### src/common/psc_defs.svh
// register offsets, field positions, mac port codes and soft reset pulse length of the strap and power-down block
`ifndef PSC_DEFS_SVH
`define PSC_DEFS_SVH
`define PSC_OFF_CTRL     12'h000
`define PSC_OFF_STATUS   12'h004
`define PSC_OFF_STRAP    12'h008
`define PSC_OFF_CFG      12'h00C
`define PSC_OFF_ADDR     12'h010
// control register bits
`define PSC_CTRL_SPD     0
`define PSC_CTRL_SRST    1
`define PSC_CTRL_POL     2
// status register bits
`define PSC_ST_SPD_ACT   0
`define PSC_ST_LINK      1
`define PSC_ST_AN_RUN    2
// configuration register bits
`define PSC_CFG_ADV      0
`define PSC_CFG_FORCED   1
`define PSC_CFG_HISWING  2
`define PSC_CFG_CONV     3
`define PSC_CFG_MAC_LO   4
// mac port codes
`define PSC_MAC_RMII     2'h0
`define PSC_MAC_RGMII    2'h1
`define PSC_MAC_RSVD     2'h2
`define PSC_MAC_MII      2'h3
// soft reset pulse length in cycles
`define PSC_SRST_CYC     4'h8
`endif

### src/common/psc_pkg.sv
// types for the strap and power-down block
package psc_pkg;
  typedef enum logic [1:0] {PSC_ST_SAMPLE, PSC_ST_POWERDOWN, PSC_ST_ACTIVE} psc_mode_t;
  typedef struct packed {
    logic [2:0] phy_addr;
    logic       pd_after_rst;
    logic       role;
    logic       amp_limit;
    logic [1:0] mac_sel;
    logic       conv;
  } psc_strap_t;
  typedef struct packed {
    psc_mode_t  mode;
    psc_strap_t strap;
    logic       spd_req;
    logic       pol;
    logic       adv_role;
    logic       forced_role;
    logic       hi_swing;
    logic       conv_en;
    logic [3:0] srst_cnt;
    logic       link_pin;
    logic       mac_zero;
    logic       line_en;
    logic       an_start;
    logic       pready;
    logic [31:0] prdata;
    logic       pslverr;
    logic       io_en;
  } psc_state_t;
endpackage

### src/logic/psc_strap_powerdown.sv
// strap latch, power-down control and link indicator with apb registers
`timescale 1ns/1ps
`include "psc_defs.svh"
module psc_strap_powerdown
  import psc_pkg::*;
(
  // clock and reset
  input  wire logic        pclk,
  input  wire logic        presetn,
  // apb slave
  input  wire logic        psel,
  input  wire logic        penable,
  input  wire logic        pwrite,
  input  wire logic [11:0] paddr,
  input  wire logic [31:0] pwdata,
  output logic             pready,
  output logic [31:0]      prdata,
  output logic             pslverr,
  // strap pins, sampled after reset
  input  wire logic        phy_address_strap_bit0,
  input  wire logic        phy_address_strap_bit1,
  input  wire logic        phy_address_strap_bit2,
  input  wire logic        powerdown_after_reset_strap,
  input  wire logic        role_preference_strap,
  input  wire logic        amplitude_limit_strap,
  input  wire logic        mac_port_select_strap0,
  input  wire logic        mac_port_select_strap1,
  input  wire logic        converter_mode_strap,
  // phy core status
  input  wire logic        link_status,
  input  wire logic        an_enable,
  input  wire logic        an_complete,
  // outputs to the phy core and pins
  output logic             link_up_indicator,
  output logic             pins_out_en,
  output logic             mac_out_force_low,
  output logic             line_enable,
  output logic             an_start,
  output logic             soft_powerdown_active,
  output logic             soft_reset_pulse
);

  psc_state_t s_q;
  psc_state_t s_d;

  // decode of an apb word address against one register
  function automatic logic hit(input logic [11:0] a, input logic [11:0] off);
    hit = (a[11:2] == off[11:2]);
  endfunction

  // true for the mode that holds the phy in soft power-down
  function automatic logic in_pd(input psc_mode_t m);
    in_pd = (m == PSC_ST_POWERDOWN);
  endfunction

  // true for any mapped register offset
  function automatic logic mapped(input logic [11:0] a);
    mapped = hit(a, `PSC_OFF_CTRL) || hit(a, `PSC_OFF_STATUS) || hit(a, `PSC_OFF_STRAP)
             || hit(a, `PSC_OFF_CFG) || hit(a, `PSC_OFF_ADDR);
  endfunction

  // control word as read back
  function automatic logic [31:0] ctrl_word(input psc_state_t s);
    ctrl_word = 32'h0;
    ctrl_word[`PSC_CTRL_SPD] = s.spd_req;
    ctrl_word[`PSC_CTRL_POL] = s.pol;
  endfunction

  // status word, read only
  function automatic logic [31:0] status_word(input psc_state_t s,
                                              input logic       lnk,
                                              input logic       an_en);
    status_word = 32'h0;
    status_word[`PSC_ST_SPD_ACT] = in_pd(s.mode);
    status_word[`PSC_ST_LINK] = lnk && s.line_en;
    status_word[`PSC_ST_AN_RUN] = an_en;
  endfunction

  // configuration word as read back
  function automatic logic [31:0] cfg_word(input psc_state_t s);
    cfg_word = 32'h0;
    cfg_word[`PSC_CFG_ADV] = s.adv_role;
    cfg_word[`PSC_CFG_FORCED] = s.forced_role;
    cfg_word[`PSC_CFG_HISWING] = s.hi_swing;
    cfg_word[`PSC_CFG_CONV] = s.conv_en;
    cfg_word[`PSC_CFG_MAC_LO+1:`PSC_CFG_MAC_LO] = s.strap.mac_sel;
  endfunction

  // read mux over the register map; unmapped reads give zero
  function automatic logic [31:0] read_word(input psc_state_t  s,
                                            input logic [11:0] a,
                                            input logic        lnk,
                                            input logic        an_en);
    read_word = 32'h0;
    if (hit(a, `PSC_OFF_CTRL))
    begin
      read_word = ctrl_word(s);
    end
    else if (hit(a, `PSC_OFF_STATUS))
    begin
      read_word = status_word(s, lnk, an_en);
    end
    else if (hit(a, `PSC_OFF_STRAP))
    begin
      read_word = {23'h0, s.strap};
    end
    else if (hit(a, `PSC_OFF_CFG))
    begin
      read_word = cfg_word(s);
    end
    else if (hit(a, `PSC_OFF_ADDR))
    begin
      read_word = {29'h0, s.strap.phy_addr};
    end
  endfunction

  // next-state logic
  always_comb
  begin
    logic acc_new;
    logic acc_done;
    logic wr;
    logic sw_rst;
    acc_new  = 1'b0;
    acc_done = 1'b0;
    wr       = 1'b0;
    sw_rst   = 1'b0;
    s_d = s_q;
    s_d.pready  = 1'b0;
    s_d.pslverr = 1'b0;
    s_d.an_start = 1'b0;
    if (s_q.srst_cnt != 4'h0)
    begin
      s_d.srst_cnt = s_q.srst_cnt - 4'h1;
    end
    unique case (s_q.mode)
      PSC_ST_SAMPLE:
      begin
        // straps latched once, held until next reset event
        s_d.strap.phy_addr = {phy_address_strap_bit2, phy_address_strap_bit1,
                              phy_address_strap_bit0};
        s_d.strap.pd_after_rst = powerdown_after_reset_strap;
        s_d.strap.role = role_preference_strap;
        s_d.strap.amp_limit = amplitude_limit_strap;
        s_d.strap.mac_sel = {mac_port_select_strap1, mac_port_select_strap0};
        s_d.strap.conv = converter_mode_strap;
        // strap level 0 means power down after reset
        s_d.spd_req = ~powerdown_after_reset_strap;
        s_d.adv_role = role_preference_strap;
        s_d.forced_role = role_preference_strap;
        s_d.hi_swing = ~amplitude_limit_strap;
        // converter only meaningful in rmii; rgmii needs no setting
        s_d.conv_en = converter_mode_strap &&
                      ({mac_port_select_strap1, mac_port_select_strap0} == `PSC_MAC_RMII);
        s_d.io_en = 1'b1;
        if (~powerdown_after_reset_strap)
        begin
          s_d.mode = PSC_ST_POWERDOWN;
        end
        else
        begin
          s_d.mode = PSC_ST_ACTIVE;
          s_d.an_start = an_enable;
        end
      end
      PSC_ST_POWERDOWN:
      begin
        // only the spd control bit or a software reset releases power-down
        if (!s_q.spd_req)
        begin
          s_d.mode = PSC_ST_ACTIVE;
          s_d.an_start = an_complete;
        end
      end
      PSC_ST_ACTIVE:
      begin
        if (s_q.spd_req)
        begin
          s_d.mode = PSC_ST_POWERDOWN;
        end
      end
      default:
      begin
        // unused code: go back and sample again
        s_d.mode = PSC_ST_SAMPLE;
      end
    endcase
    // first access-phase edge: answer with data on the next cycle
    acc_new  = psel && penable && !s_q.pready;
    // edge at which the master samples the answer: writes land here only
    acc_done = psel && penable && s_q.pready;
    wr       = acc_done && pwrite && mapped(paddr);
    if (acc_new)
    begin
      s_d.pready  = 1'b1;
      s_d.prdata  = read_word(s_q, paddr, link_status, an_enable);
      s_d.pslverr = !mapped(paddr);
    end
    // control register write
    if (wr && hit(paddr, `PSC_OFF_CTRL))
    begin
      s_d.spd_req = pwdata[`PSC_CTRL_SPD];
      s_d.pol     = pwdata[`PSC_CTRL_POL];
      sw_rst      = pwdata[`PSC_CTRL_SRST];
    end
    // configuration register write
    if (wr && hit(paddr, `PSC_OFF_CFG))
    begin
      s_d.adv_role    = pwdata[`PSC_CFG_ADV];
      s_d.forced_role = pwdata[`PSC_CFG_FORCED];
      // high swing locked off when amplitude strap was high
      s_d.hi_swing    = pwdata[`PSC_CFG_HISWING] && !s_q.strap.amp_limit;
      s_d.conv_en     = pwdata[`PSC_CFG_CONV];
    end
    // software reset: pins tristate, straps sampled again, polarity back to high
    if (sw_rst)
    begin
      s_d.mode = PSC_ST_SAMPLE;
      s_d.pol = 1'b0;
      s_d.io_en = 1'b0;
      s_d.srst_cnt = `PSC_SRST_CYC;
    end
    // outputs derived from the next mode
    s_d.line_en = (s_d.mode == PSC_ST_ACTIVE);
    s_d.mac_zero = (s_d.mode == PSC_ST_POWERDOWN);
    s_d.link_pin = (link_status && s_d.line_en) ^ s_d.pol;
  end

  // state register, reset gives hardware power-down
  always_ff @(posedge pclk or negedge presetn)
  begin
    if (!presetn)
    begin
      s_q <= '0;
      s_q.mode <= PSC_ST_SAMPLE;
    end
    else
    begin
      s_q <= s_d;
    end
  end

  // outputs straight from flops; soft_reset_pulse decoded from the counter
  assign pready = s_q.pready;
  assign prdata = s_q.prdata;
  assign pslverr = s_q.pslverr;
  assign link_up_indicator = s_q.link_pin;
  assign pins_out_en = s_q.io_en;
  assign mac_out_force_low = s_q.mac_zero;
  assign line_enable = s_q.line_en;
  assign an_start = s_q.an_start;
  assign soft_powerdown_active = s_q.mac_zero;
  assign soft_reset_pulse = (s_q.srst_cnt != 4'h0);

endmodule

### config.mk
export PLATFORM = sky130hd
export DESIGN_NAME = psc_strap_powerdown
export DESIGN_NICKNAME = d
export VERILOG_FILES = /design/src/common/psc_pkg.sv /design/src/logic/psc_strap_powerdown.sv
export VERILOG_INCLUDE_DIRS = /design/src /design/src/common
export SDC_FILE = /design/constraint.sdc
export NUM_CORES = 1
export LEC_CHECK = 0
export ABC_AREA = 0
export BUFFER_PORTS_ARGS = -buffer_cell sky130_fd_sc_hd__buf_2
export CAP_MARGIN = 20
export CORE_ASPECT_RATIO = 1.4
export CORE_MARGIN = 2
export CORE_UTILIZATION = 47
export CTS_BUF_LIST = sky130_fd_sc_hd__clkbuf_8
export DETAILED_ROUTE_END_ITERATION = 6
export GPL_ROUTABILITY_DRIVEN = 0
export PLACE_DENSITY = 0.82
export SYNTH_ARGS = -nofsm -noshare
export SYNTH_HDL_FRONTEND = slang
export SYNTH_SLANG_ARGS = --single-unit
### constraint.sdc
create_clock -name pclk -period 1.8 [get_ports pclk]
set_clock_uncertainty 0.05 [all_clocks]
set_input_delay 0.27 -clock pclk [delete_from_list [all_inputs] [get_ports pclk]]
set_output_delay 0.27 -clock pclk [all_outputs]
set_load 0.03 [all_outputs]
==> results of run 1 <==
-- cell families (layout without fill, tap and decap cells) --
group	after synthesis	count (layout)	synth area share (%)
AOI/OAI and AO/OA	33	33	10.4
DFF	37	37	45.2
and+or+nand+nor	62	62	15.4
xor gates and xnor gates	3	3	1.28
other	1	23	0.183
buffers and inverters	53	81	16.3
muxes	18	18	10.0
adders and majority gates	2	2	1.22
-- Yosys cell counts (4+ instances only) --
cell type	instances	area (um2)
a21oi_1	8	40.0
nor3_1	4	20.0
o31ai_1	6	45.0
clkbuf_1	7	26.3
nor2_1	12	45.0
mux2i_1	7	70.1
dfrtp_1	37	926
inv_1	8	30.0
nand2_1	23	86.3
buf_4	33	248
mux2_2	8	90.1
o21ai_0	7	35.0
-- flip-flops by register name, summed over array words and instances, names as in the netlist --
name and flops:
s_q 21, prdata 9, pins_out_en 1, mac_out_force_low 1, pready 1, pslverr 1, an_start 1, link_up_indicator 1
line_enable 1
-- how the worst max path moves through the flow --
stage / from / slack [ps] / endpoint
detailed placement: paddr[11] / -440 / link_up_indicator$_DFF_PN0_
finish: paddr[11] / -40 / s_q[43]$_DFFE_PN0P_
global route: paddr[11] / -40 / s_q[46]$_DFFE_PN0P_
floorplan: paddr[11] / -400 / s_q[43]$_DFFE_PN0P_
CTS: paddr[11] / -50 / link_up_indicator$_DFF_PN0_
global placement: paddr[11] / -400 / s_q[43]$_DFFE_PN0P_
-- metrics by stage --
step / hold slack (ps) / setup TNS, ps
floorplan: -75.6 / -3110
global placement: 283 / -4770
detailed placement: 291 / -5880
CTS: 156 / -134
global route: 158 / -192
finish: 159 / -101
-- cell type report --
type | count | area [um2] | share of cell area, %
sequential | 37 | 926 | 38.5
multi-input combinational | 141 | 911 | 37.9
timing repair buffer | 66 | 390 | 16.2
clock buffer | 6 | 82.6 | 3.44
tap | 45 | 56.3 | 2.34
inverter | 8 | 30.0 | 1.25
clock inverter | 1 | 7.51 | 0.312
-- metal layers --
layer / track usage [%] / vias up / share of wire, %
li1: - / 749 / -
met1: 21.3 / 718 / 40
met2: 31.5 / 62 / 53
met3: 3.15 / 7 / 5.1
met4: 8.67 / 0 / 2.0
met5: 0 / - / 0
-- timing repair --
item,CTS,global route
endpoints found under the hold margin,37,0
cloned,0,1
hold buffers,1,0
gates resized for setup,6,8
setup endpoints to repair,14,15
pin swaps,0,1
setup buffers,1,2
-- power breakdown --
part / internal [mW] / switching, mW
sequential: 1.11 / 0.221
combinational: 0.570 / 0.685
clock: 0.302 / 0.290
total: 1.98 / 1.20
==> impl_results.md, run 1 <==
* Synth warn at 0
* Drt via density at 5.05
* CTS tree: done
* Max Cap Viol at 0
* Starting Density at 48.7%
* Min Tclk post-route at 1840 ps
* CP top delay family: simple AND/OR/NAND/NOR gates
* CP endpoint kind: register
* Fillers at 374
* HPWL Detailed at 3180 um
* CTS root buffer: clkbuf_8
* Setup WS pre-CTS at -439 ps
* FF-to-FF Start: s_q[58]$_DFF_PN0_
* Library cells used by synthesis at 43
* Initial antenna violation count at 0
* Setup CP Type: in2reg
* Register area share after synthesis at 45.2%
* Max incr delay on CP at 530 ps
* Area Overhead vs Synth at 17.4%
* Post-Syn Area at 2050 um2
* Pwr Total at 3.18 mW
* Die span in y at 82.1 um
* Post-synth EDFFs at 0
* Final setup vio count at 3
* Critical Path Stages at 5
* Placed cell count at 292
* Slowest cell on the critical path: or4_4
* Core ar. at 4200 um2
* Grt ovf at 0
* Leak Pwr at 1.23 nW
* DR iter-0 viols at 25
* FP Rows at 28
* Share of cells above drive strength 1 at 35.9%
* IO Pins at 102
* Outcome: complete, but fails checks
* Hold WC Path Type: in2reg
* Clock Latency Late Sink at 290 ps
* Commonest register cell after synthesis: dfrtp_1
* Async SR Flop Fraction at 100%
* CP Max Fanout at 4
* TritonRoute pass-1 iters at 4
* Routed WL at 4250 um
* Worst EP arrival at 1960 ps
* Power per cell area at 1320 nW/um2
* Clock buffer depth at 2
* Post-route insts no fill at 304
* Nature of the critical path startpoint: input port
* CP required at 1930 ps
* Die width at 59.8 um
* Worst hold path endpoint: s_q[57]$_DFFE_PN0P_
* Vias in the first global route at 1490
* Nets@finish at 322
* Violated checks: negative setup slack
* First-pass GRT wire length at 6640 um
* Mean Syn Cell Area at 9.79 um2
* Commonest non-fill, non-tap cell in the layout: buf_2
* #FFs+latches synth at 37
* Ant diodes at 0
* DRC at 0
* PnR worst setup slack at -36.1 ps
* Clock sink count at 37
* Placed instance area at 2220 um2
* Post-layout instance area at 2400 um2
* GRT Resource Usage Total at 18.2%
* RSZ-0062 raised after global routing: true
* Post-Synthesis Cells at 209
* Reg2Reg Depth at 4
* Routed WL per cell at 14.0 um
* Worst R2R End: link_up_indicator$_DFF_PN0_
* Htree depth at 2
* Fin. max-slew vios at 0
* I/O Buffers at 48
* Post-route ant nets at 0
* Period utilization at 102%
* Commonest non-fill, non-tap cells in the layout: buf_2 (46), dfrtp_1 (37), nand2_1 (23), conb_1 (23), buf_4 (17)
* Die area at 4910 um2
* Final Util at 57.2%
* Num CTS Buffers at 5
* Worst reg2reg setup slack at 140 ps
* Max VDD drop at 0.000868 V
* FMAX at 545 MHz
* Largest net degree at the start of global routing at 38
* Fin. Hold Viols at 0
* Clk pin slew, worst setup/hold paths at 70 ps
* Worst-path cell chain: buf_6, or4_4, or3b_1, or3_4, mux2_4
* Worst path bufs/invs at 1
* HP Start: phy_address_strap_bit2
* Via count at 1536
* WHS Path Cells at 2
Note: power is estimated with default switching activity, not from simulation.
==> run 2, diff against run 1 <==
--- a/config.mk
+++ b/config.mk
@@ -10,12 +10,12 @@
 export BUFFER_PORTS_ARGS = -buffer_cell sky130_fd_sc_hd__buf_2
 export CAP_MARGIN = 20
 export CORE_ASPECT_RATIO = 1.4
-export CORE_MARGIN = 2
-export CORE_UTILIZATION = 47
-export CTS_BUF_LIST = sky130_fd_sc_hd__clkbuf_8
+export CORE_MARGIN = 5
+export CORE_UTILIZATION = 46
+export CTS_BUF_LIST = sky130_fd_sc_hd__clkbuf_16
 export DETAILED_ROUTE_END_ITERATION = 6
 export GPL_ROUTABILITY_DRIVEN = 0
-export PLACE_DENSITY = 0.82
+export PLACE_DENSITY = 0.8
 export SYNTH_ARGS = -nofsm -noshare
 export SYNTH_HDL_FRONTEND = slang
 export SYNTH_SLANG_ARGS = --single-unit
==> run 2 against run 1 <==
  * Largest power group unchanged
  * Final area up 0.78%
  * Final cell count up 4.3%
  * Flip-flop and latch count unchanged
  * Combinational power about the same
  * Power up 6.2%
  * The run still ends with negative setup slack left
==> impl_results.md, run 2 (synthesis gave the netlist of run 1 again) <==
* Leak Pwr at 1.23 nW (-0.57%)
* IO Pins at 102 (unchanged)
* Nets@finish at 319 (-0.93%)
* Die span in y at 88.9 um (+8.3%)
* Period utilization at 103% (+1.2 points)
* Clk pin slew, worst setup/hold paths at 50 ps (-20 ps)
* Core ar. at 4270 um2 (+1.7%)
* Worst R2R End: link_up_indicator$_DFF_PN0_
* Grt ovf at 0 (unchanged)
* CP required at 1910 ps (-20 ps)
* Fin. Hold Viols at 0 (unchanged)
* Min Tclk post-route at 1860 ps (+21.5 ps)
* Die area at 5900 um2 (+20%)
* Worst reg2reg setup slack at 120 ps (-20 ps)
* Final setup vio count at 5 (+2)
* Worst EP arrival at 1970 ps (about the same)
* Num CTS Buffers at 5 (unchanged)
* FMAX at 538 MHz (-1.2%)
* Fin. max-slew vios at 0 (unchanged)
* Commonest non-fill, non-tap cell in the layout: buf_2
* Area Overhead vs Synth at 18.3%
* DRC at 0 (unchanged)
* Max FFs per register at 21 (unchanged)
* Sw Ratio at 35.7% (-1.9 points)
* Reg2Reg Depth at 4 (unchanged)
* Initial antenna violation count at 0 (unchanged)
* RSZ-0062 raised after global routing: true
* Clock buffer depth at 2 (unchanged)
* Combinational power share at 36.2% (-3.3 points)
* CP top delay family: simple AND/OR/NAND/NOR gates
* CP endpoint kind: register
* Routed WL per cell at 13.5 um (-3.5%)
* Crit. Startpoint: paddr[11]
* Max Cap Viol at 0 (unchanged)
* Slowest cell on the critical path: or4_4
* Fillers at 416 (+11%)
* Largest net degree at the start of global routing at 38 (unchanged)
* Pwr Total at 3.37 mW (+6.2%)
* Critical Path End: s_q[43]$_DFFE_PN0P_
* HPWL Detailed at 3320 um (+4.4%)
* Outcome: complete, but fails checks
* Net switching power at 1.20 mW (+0.74%)
* Power per cell area at 1390 nW/um2 (+5.4%)
* GRT Resource Usage Total at 15.2% (-3.0 points)
* FP Rows at 28 (unchanged)
* Clock share of power at 24.7% (+6.1 points)
* Share of cells above drive strength 1 at 34.2% (-1.7 points)
* Flop pwr share at 39.1% (-2.8 points)
* Internal at 2.17 mW (+9.5%)
* First-pass GRT wire length at 6580 um (-1.0%)
* Critical Path Stages at 5 (unchanged)
* Routed WL at 4270 um (+0.66%)
* Drt via density at 4.77 (-5.5%)
* Ant diodes at 0 (unchanged)
* Clock sink count at 37 (unchanged)
* CTS root buffer: clkbuf_16
* Violated checks: negative setup slack
* Worst-path cell chain: buf_6, or4_4, or3b_1, or3_4, mux2_4
* FF-to-FF Start: s_q[59]$_DFF_PN0_
* PnR worst setup slack at -57.7 ps (-21.5 ps)
* Nature of the critical path startpoint: input port
* Htree depth at 2 (unchanged)
* Via count at 1513 (-1.5%)
* Max incr delay on CP at 540 ps (about the same)
* Largest Register: s_q
* CTS tree: done
* Die width at 66.4 um (+11%)
* Starting Density at 47.9% (-0.80 points)
* Max VDD drop at 0.000991 V (+14%)
* Commonest non-fill, non-tap cells in the layout: buf_2 (47), dfrtp_1 (37), nand2_1 (23), conb_1 (23), buf_4 (14)
* I/O Buffers at 48 (unchanged)
* CP Max Fanout at 4 (unchanged)
* TritonRoute pass-1 iters at 4 (unchanged)
* Hold WC Path Type: in2reg
* Setup CP Type: in2reg
* Clock Latency Late Sink at 280 ps (about the same)
* Worst path bufs/invs at 1 (unchanged)
* Vias in the first global route at 1396 (-6.3%)
* Post-route ant nets at 0 (unchanged)
* DR iter-0 viols at 54 (+120%)
* Worst hold slack at 159 ps (-0.0490 ps)
* Final Util at 56.7% (-0.50 points)
-- run 2: cell types whose count changed in the layout (fill, tap and decap cells not counted), sizes merged --
cell,delta
buf,-3
clkinv,+2
clkbuf,-1
-- run 2: tightest hold or removal path: cells and delay by family --
kind | cells | cell delay [ps]
compound gates | 1 | 50
buf+inv | 1 | 90
simple gates | 1 | 40
-- run 2: worst min path at each step --
stage                           start               endpoint  slack, ps  cells past startpoint
5_1_grt        phy_address_strap_bit0    s_q[55]$_DFFE_PN0P_        170                      2
3_3_place_gp                  presetn  prdata[5]$_DFFE_PN0P_        290                      2
3_5_place_dp                  presetn  prdata[3]$_DFFE_PN0P_        290                      2
6_report                    pwdata[0]    s_q[48]$_DFFE_PN0P_        160                      3
4_1_cts                     pwdata[0]    s_q[48]$_DFFE_PN0P_        160                      3
2_1_floorplan                 presetn     an_start$_DFF_PN0_        -80                      0
-- run 2: final cells by class --
class                      instances  area (um2)  share of cell area, %
tap                               60        75.1                   3.10
inverter                           8        30.0                   1.24
clock buffer                       5         125                   5.17
clock inverter                     3        17.5                  0.723
multi-input combinational        141         887                   36.6
timing repair buffer              63         362                   14.9
sequential                        37         926                   38.2
-- run 2: layer usage --
layer  global-route usage, %  part of all wire, %
met1                    17.7                   39
met2                    25.7                   52
met3                    4.91                  7.5
met4                    6.10                  1.5
met5                       0                    0
-- run 2: stage by stage --
stage          worst slack, ps  std cells  setup TNS (ps)  area (um2)
6_report                 -57.7        317            -195        2420
5_1_grt                  -75.2        317            -461        2420
4_1_cts                  -47.4        317            -169        2420
3_5_place_dp              -427        308           -4360        2250
3_3_place_gp              -394        308           -3890        2250
2_1_floorplan             -400        231           -3110        2140
-- run 2: what timing repair did --
item	4_1_cts	5_1_grt
hold endpoints to repair	37	0
gates cloned	0	0
endpoints found under the setup margin	6	12
buffers inserted	0	0
hold buffers	1	0
pin swaps	0	0
gates resized for setup	3	2
-- run 2: power groups by stage --
stage	clock [mW]	sequential [mW]	combinational, mW
floorplan	0	1.31	0.914
global placement	0	1.31	1.16
detailed placement	0	1.31	1.21
CTS	0.857	1.30	1.22
global route	0.890	1.35	1.35
finish	0.834	1.32	1.22
==> run 3, diff against run 2 <==
--- a/config.mk
+++ b/config.mk
@@ -11,11 +11,11 @@
 export CAP_MARGIN = 20
 export CORE_ASPECT_RATIO = 1.4
 export CORE_MARGIN = 5
-export CORE_UTILIZATION = 46
-export CTS_BUF_LIST = sky130_fd_sc_hd__clkbuf_16
+export CORE_UTILIZATION = 47
+export CTS_BUF_LIST = sky130_fd_sc_hd__clkbuf_8
 export DETAILED_ROUTE_END_ITERATION = 6
 export GPL_ROUTABILITY_DRIVEN = 0
-export PLACE_DENSITY = 0.8
+export PLACE_DENSITY = 0.82
 export SYNTH_ARGS = -nofsm -noshare
 export SYNTH_HDL_FRONTEND = slang
 export SYNTH_SLANG_ARGS = --single-unit
==> run 3 against run 2 <==
  * The run still ends with negative setup slack left
  * Global-route usage increased by 0.14 points
  * Via count is 0.53% lower
  * Final cell count stayed put
  * Clock-buffer cell count up 1
  * Fmax rose by 0.30%
  * Flip-flop and latch count did not move
==> impl_results.md, run 3 (synthesis gave the netlist of run 1 again) <==
* Nets@finish at 320 (+0.31%)
* FF+latch area at 926 um2 (unchanged)
* PnR worst setup slack at -52.1 ps (+5.51 ps)
* Area of the multi-input gates at 883 um2 (-0.42%)
* FF-to-FF Start: s_q[59]$_DFF_PN0_
* Setup WS pre-CTS at -439 ps (-12.7 ps)
* Drt via density at 4.75 (-0.53%)
* CTS root buffer: clkbuf_8
* Ant diodes at 0 (unchanged)
* Worst EP arrival at 1980 ps (about the same)
* Worst reg2reg setup slack at 160 ps (+40 ps)
* Flop pwr share at 42.7% (+3.6 points)
* WHS Path Cells at 2 (-1)
* Starting Density at 48.3% (+0.40 points)
* TritonRoute pass-1 iters at 4 (unchanged)
* FMAX at 540 MHz (+0.30%)
* Min Tclk post-route at 1850 ps (-5.51 ps)
* CTS tree: done
* Period utilization at 103% (-0.31 points)
* Die span in y at 88.1 um (-0.95%)
* Hold WC Path Type: in2reg
* Fillers at 391 (-6.0%)
* HP Start: phy_address_strap_bit2
* GRT Resource Usage Total at 15.3% (+0.14 points)
* Leak Pwr at 1.21 nW (-1.4%)
* First-pass GRT wire length at 6640 um (+0.94%)
* CP required at 1930 ps (+20 ps)
* Die width at 65.8 um (-0.91%)
* Routed WL at 4180 um (-2.2%)
* Worst hold slack at 158 ps (-0.313 ps)
* Commonest non-fill, non-tap cells in the layout: buf_2 (47), dfrtp_1 (37), nand2_1 (23), conb_1 (23), buf_4 (15)
* Crit. Startpoint: paddr[11]
* RSZ-0062 raised after global routing: true
* Htree depth at 2 (unchanged)
* Power per cell area at 1300 nW/um2 (-6.5%)
* CP Max Fanout at 4 (unchanged)
* Largest net degree at the start of global routing at 38 (unchanged)
* Net switching power at 1.14 mW (-5.5%)
* CP endpoint kind: register
* Grt ovf at 0 (unchanged)
* FP Rows at 28 (unchanged)
* Fin. max-slew vios at 0 (unchanged)
* Share of cells above drive strength 1 at 34.2% (unchanged)
* I/O Buffers at 48 (unchanged)
* Clock Latency Late Sink at 290 ps (about the same)
* Violated checks: negative setup slack
* Die area at 5790 um2 (-1.9%)
* Max Cap Viol at 0 (unchanged)
* Core ar. at 4240 um2 (-0.82%)
* IO Pins at 102 (unchanged)
* Via count at 1505 (-0.53%)
* DRC at 0 (unchanged)
* HPWL Detailed at 3350 um (+0.82%)
* Nature of the critical path startpoint: input port
* Routed WL per cell at 13.2 um (-2.2%)
* Clock buffer depth at 2 (unchanged)
* Sw Ratio at 36.9% (+1.2 points)
* Vias in the first global route at 1430 (+2.4%)
* Commonest non-fill, non-tap cell in the layout: buf_2
* Largest Register: s_q
* Area Overhead vs Synth at 15.8%
* Num CTS Buffers at 5 (unchanged)
* Initial antenna violation count at 0 (unchanged)
* Final setup vio count at 3 (-2)
* Clk pin slew, worst setup/hold paths at 70 ps (+20 ps)
* Reg2Reg Depth at 4 (unchanged)
* Setup CP Type: in2reg
* Internal at 1.95 mW (-10%)
* Max VDD drop at 0.000817 V (-18%)
* Clock sink count at 37 (unchanged)
* Clock share of power at 18.7% (-6.0 points)
* Fin. Hold Viols at 0 (unchanged)
* DR iter-0 viols at 45 (-17%)
* Post-route ant nets at 0 (unchanged)
* Max FFs per register at 21 (unchanged)
* Outcome: complete, but fails checks
* Combinational power share at 38.5% (+2.3 points)
run 3: cell type report:
cell class                      instances  area share [%]
Sequential cell                        37            39.1
Clock inverter                          1           0.158
Multi-Input combinational cell        141            37.3
Clock buffer                            6            3.48
Timing Repair Buffer                   64            15.6
Inverter                                8            1.27
Tap cell                               60            3.17
run 3: final timing paths:
check,end
max,s_q[45]$_DFFE_PN0P_
min,s_q[57]$_DFFE_PN0P_
max in group asynchronous,s_q[42]$_DFFE_PN0P_
min reg2reg,prdata[2]$_DFFE_PN0P_
min in group asynchronous,s_q[49]$_DFFE_PN0P_
max reg2reg,link_up_indicator$_DFF_PN0_
run 3: worst max-delay path, stage by stage:
cell and delay, ps:
buf_6 90, or4_4 540, or3b_4 390, or3_4 380, mux2_4 310
run 3: timing repair:
action                                 CTS  global route
buffers inserted                         0             1
pin swaps                                0             0
cloned                                   0             0
setup endpoints to repair                5             6
hold buffers                             1             0
endpoints found under the hold margin   37             0
resized for setup                        4             1
run 3: per-layer routing:
metal / GRT usage, % / routed length (um) / up-vias
met5: 0 / 0 / -
met4: 6.23 / 86 / 0
li1: - / - / 744
met1: 17.9 / 1570 / 697
met2: 26.0 / 2180 / 55
met3: 4.62 / 347 / 9
run 3: per-stage QoR:
stage               util, %  power (mW)  cells  instance area, um2  TNS (ps)
floorplan                 -        2.23    231                2140     -3110
global placement       53.0        2.46    308                2250     -3950
detailed placement     53.0        2.52    308                2250     -3950
CTS                    55.7        3.12    316                2360      -101
global route           55.9        3.32    317                2370      -233
finish                 55.9        3.09    317                2370      -135
run 3: power groups by stage:
stage / Combinational, mW / Clock, mW / Sequential [mW]
6_report: 1.19 / 0.578 / 1.32
5_1_grt: 1.33 / 0.633 / 1.35
4_1_cts: 1.20 / 0.601 / 1.31
3_5_place_dp: 1.20 / 0 / 1.32
3_3_place_gp: 1.16 / 0 / 1.31
2_1_floorplan: 0.914 / 0 / 1.31
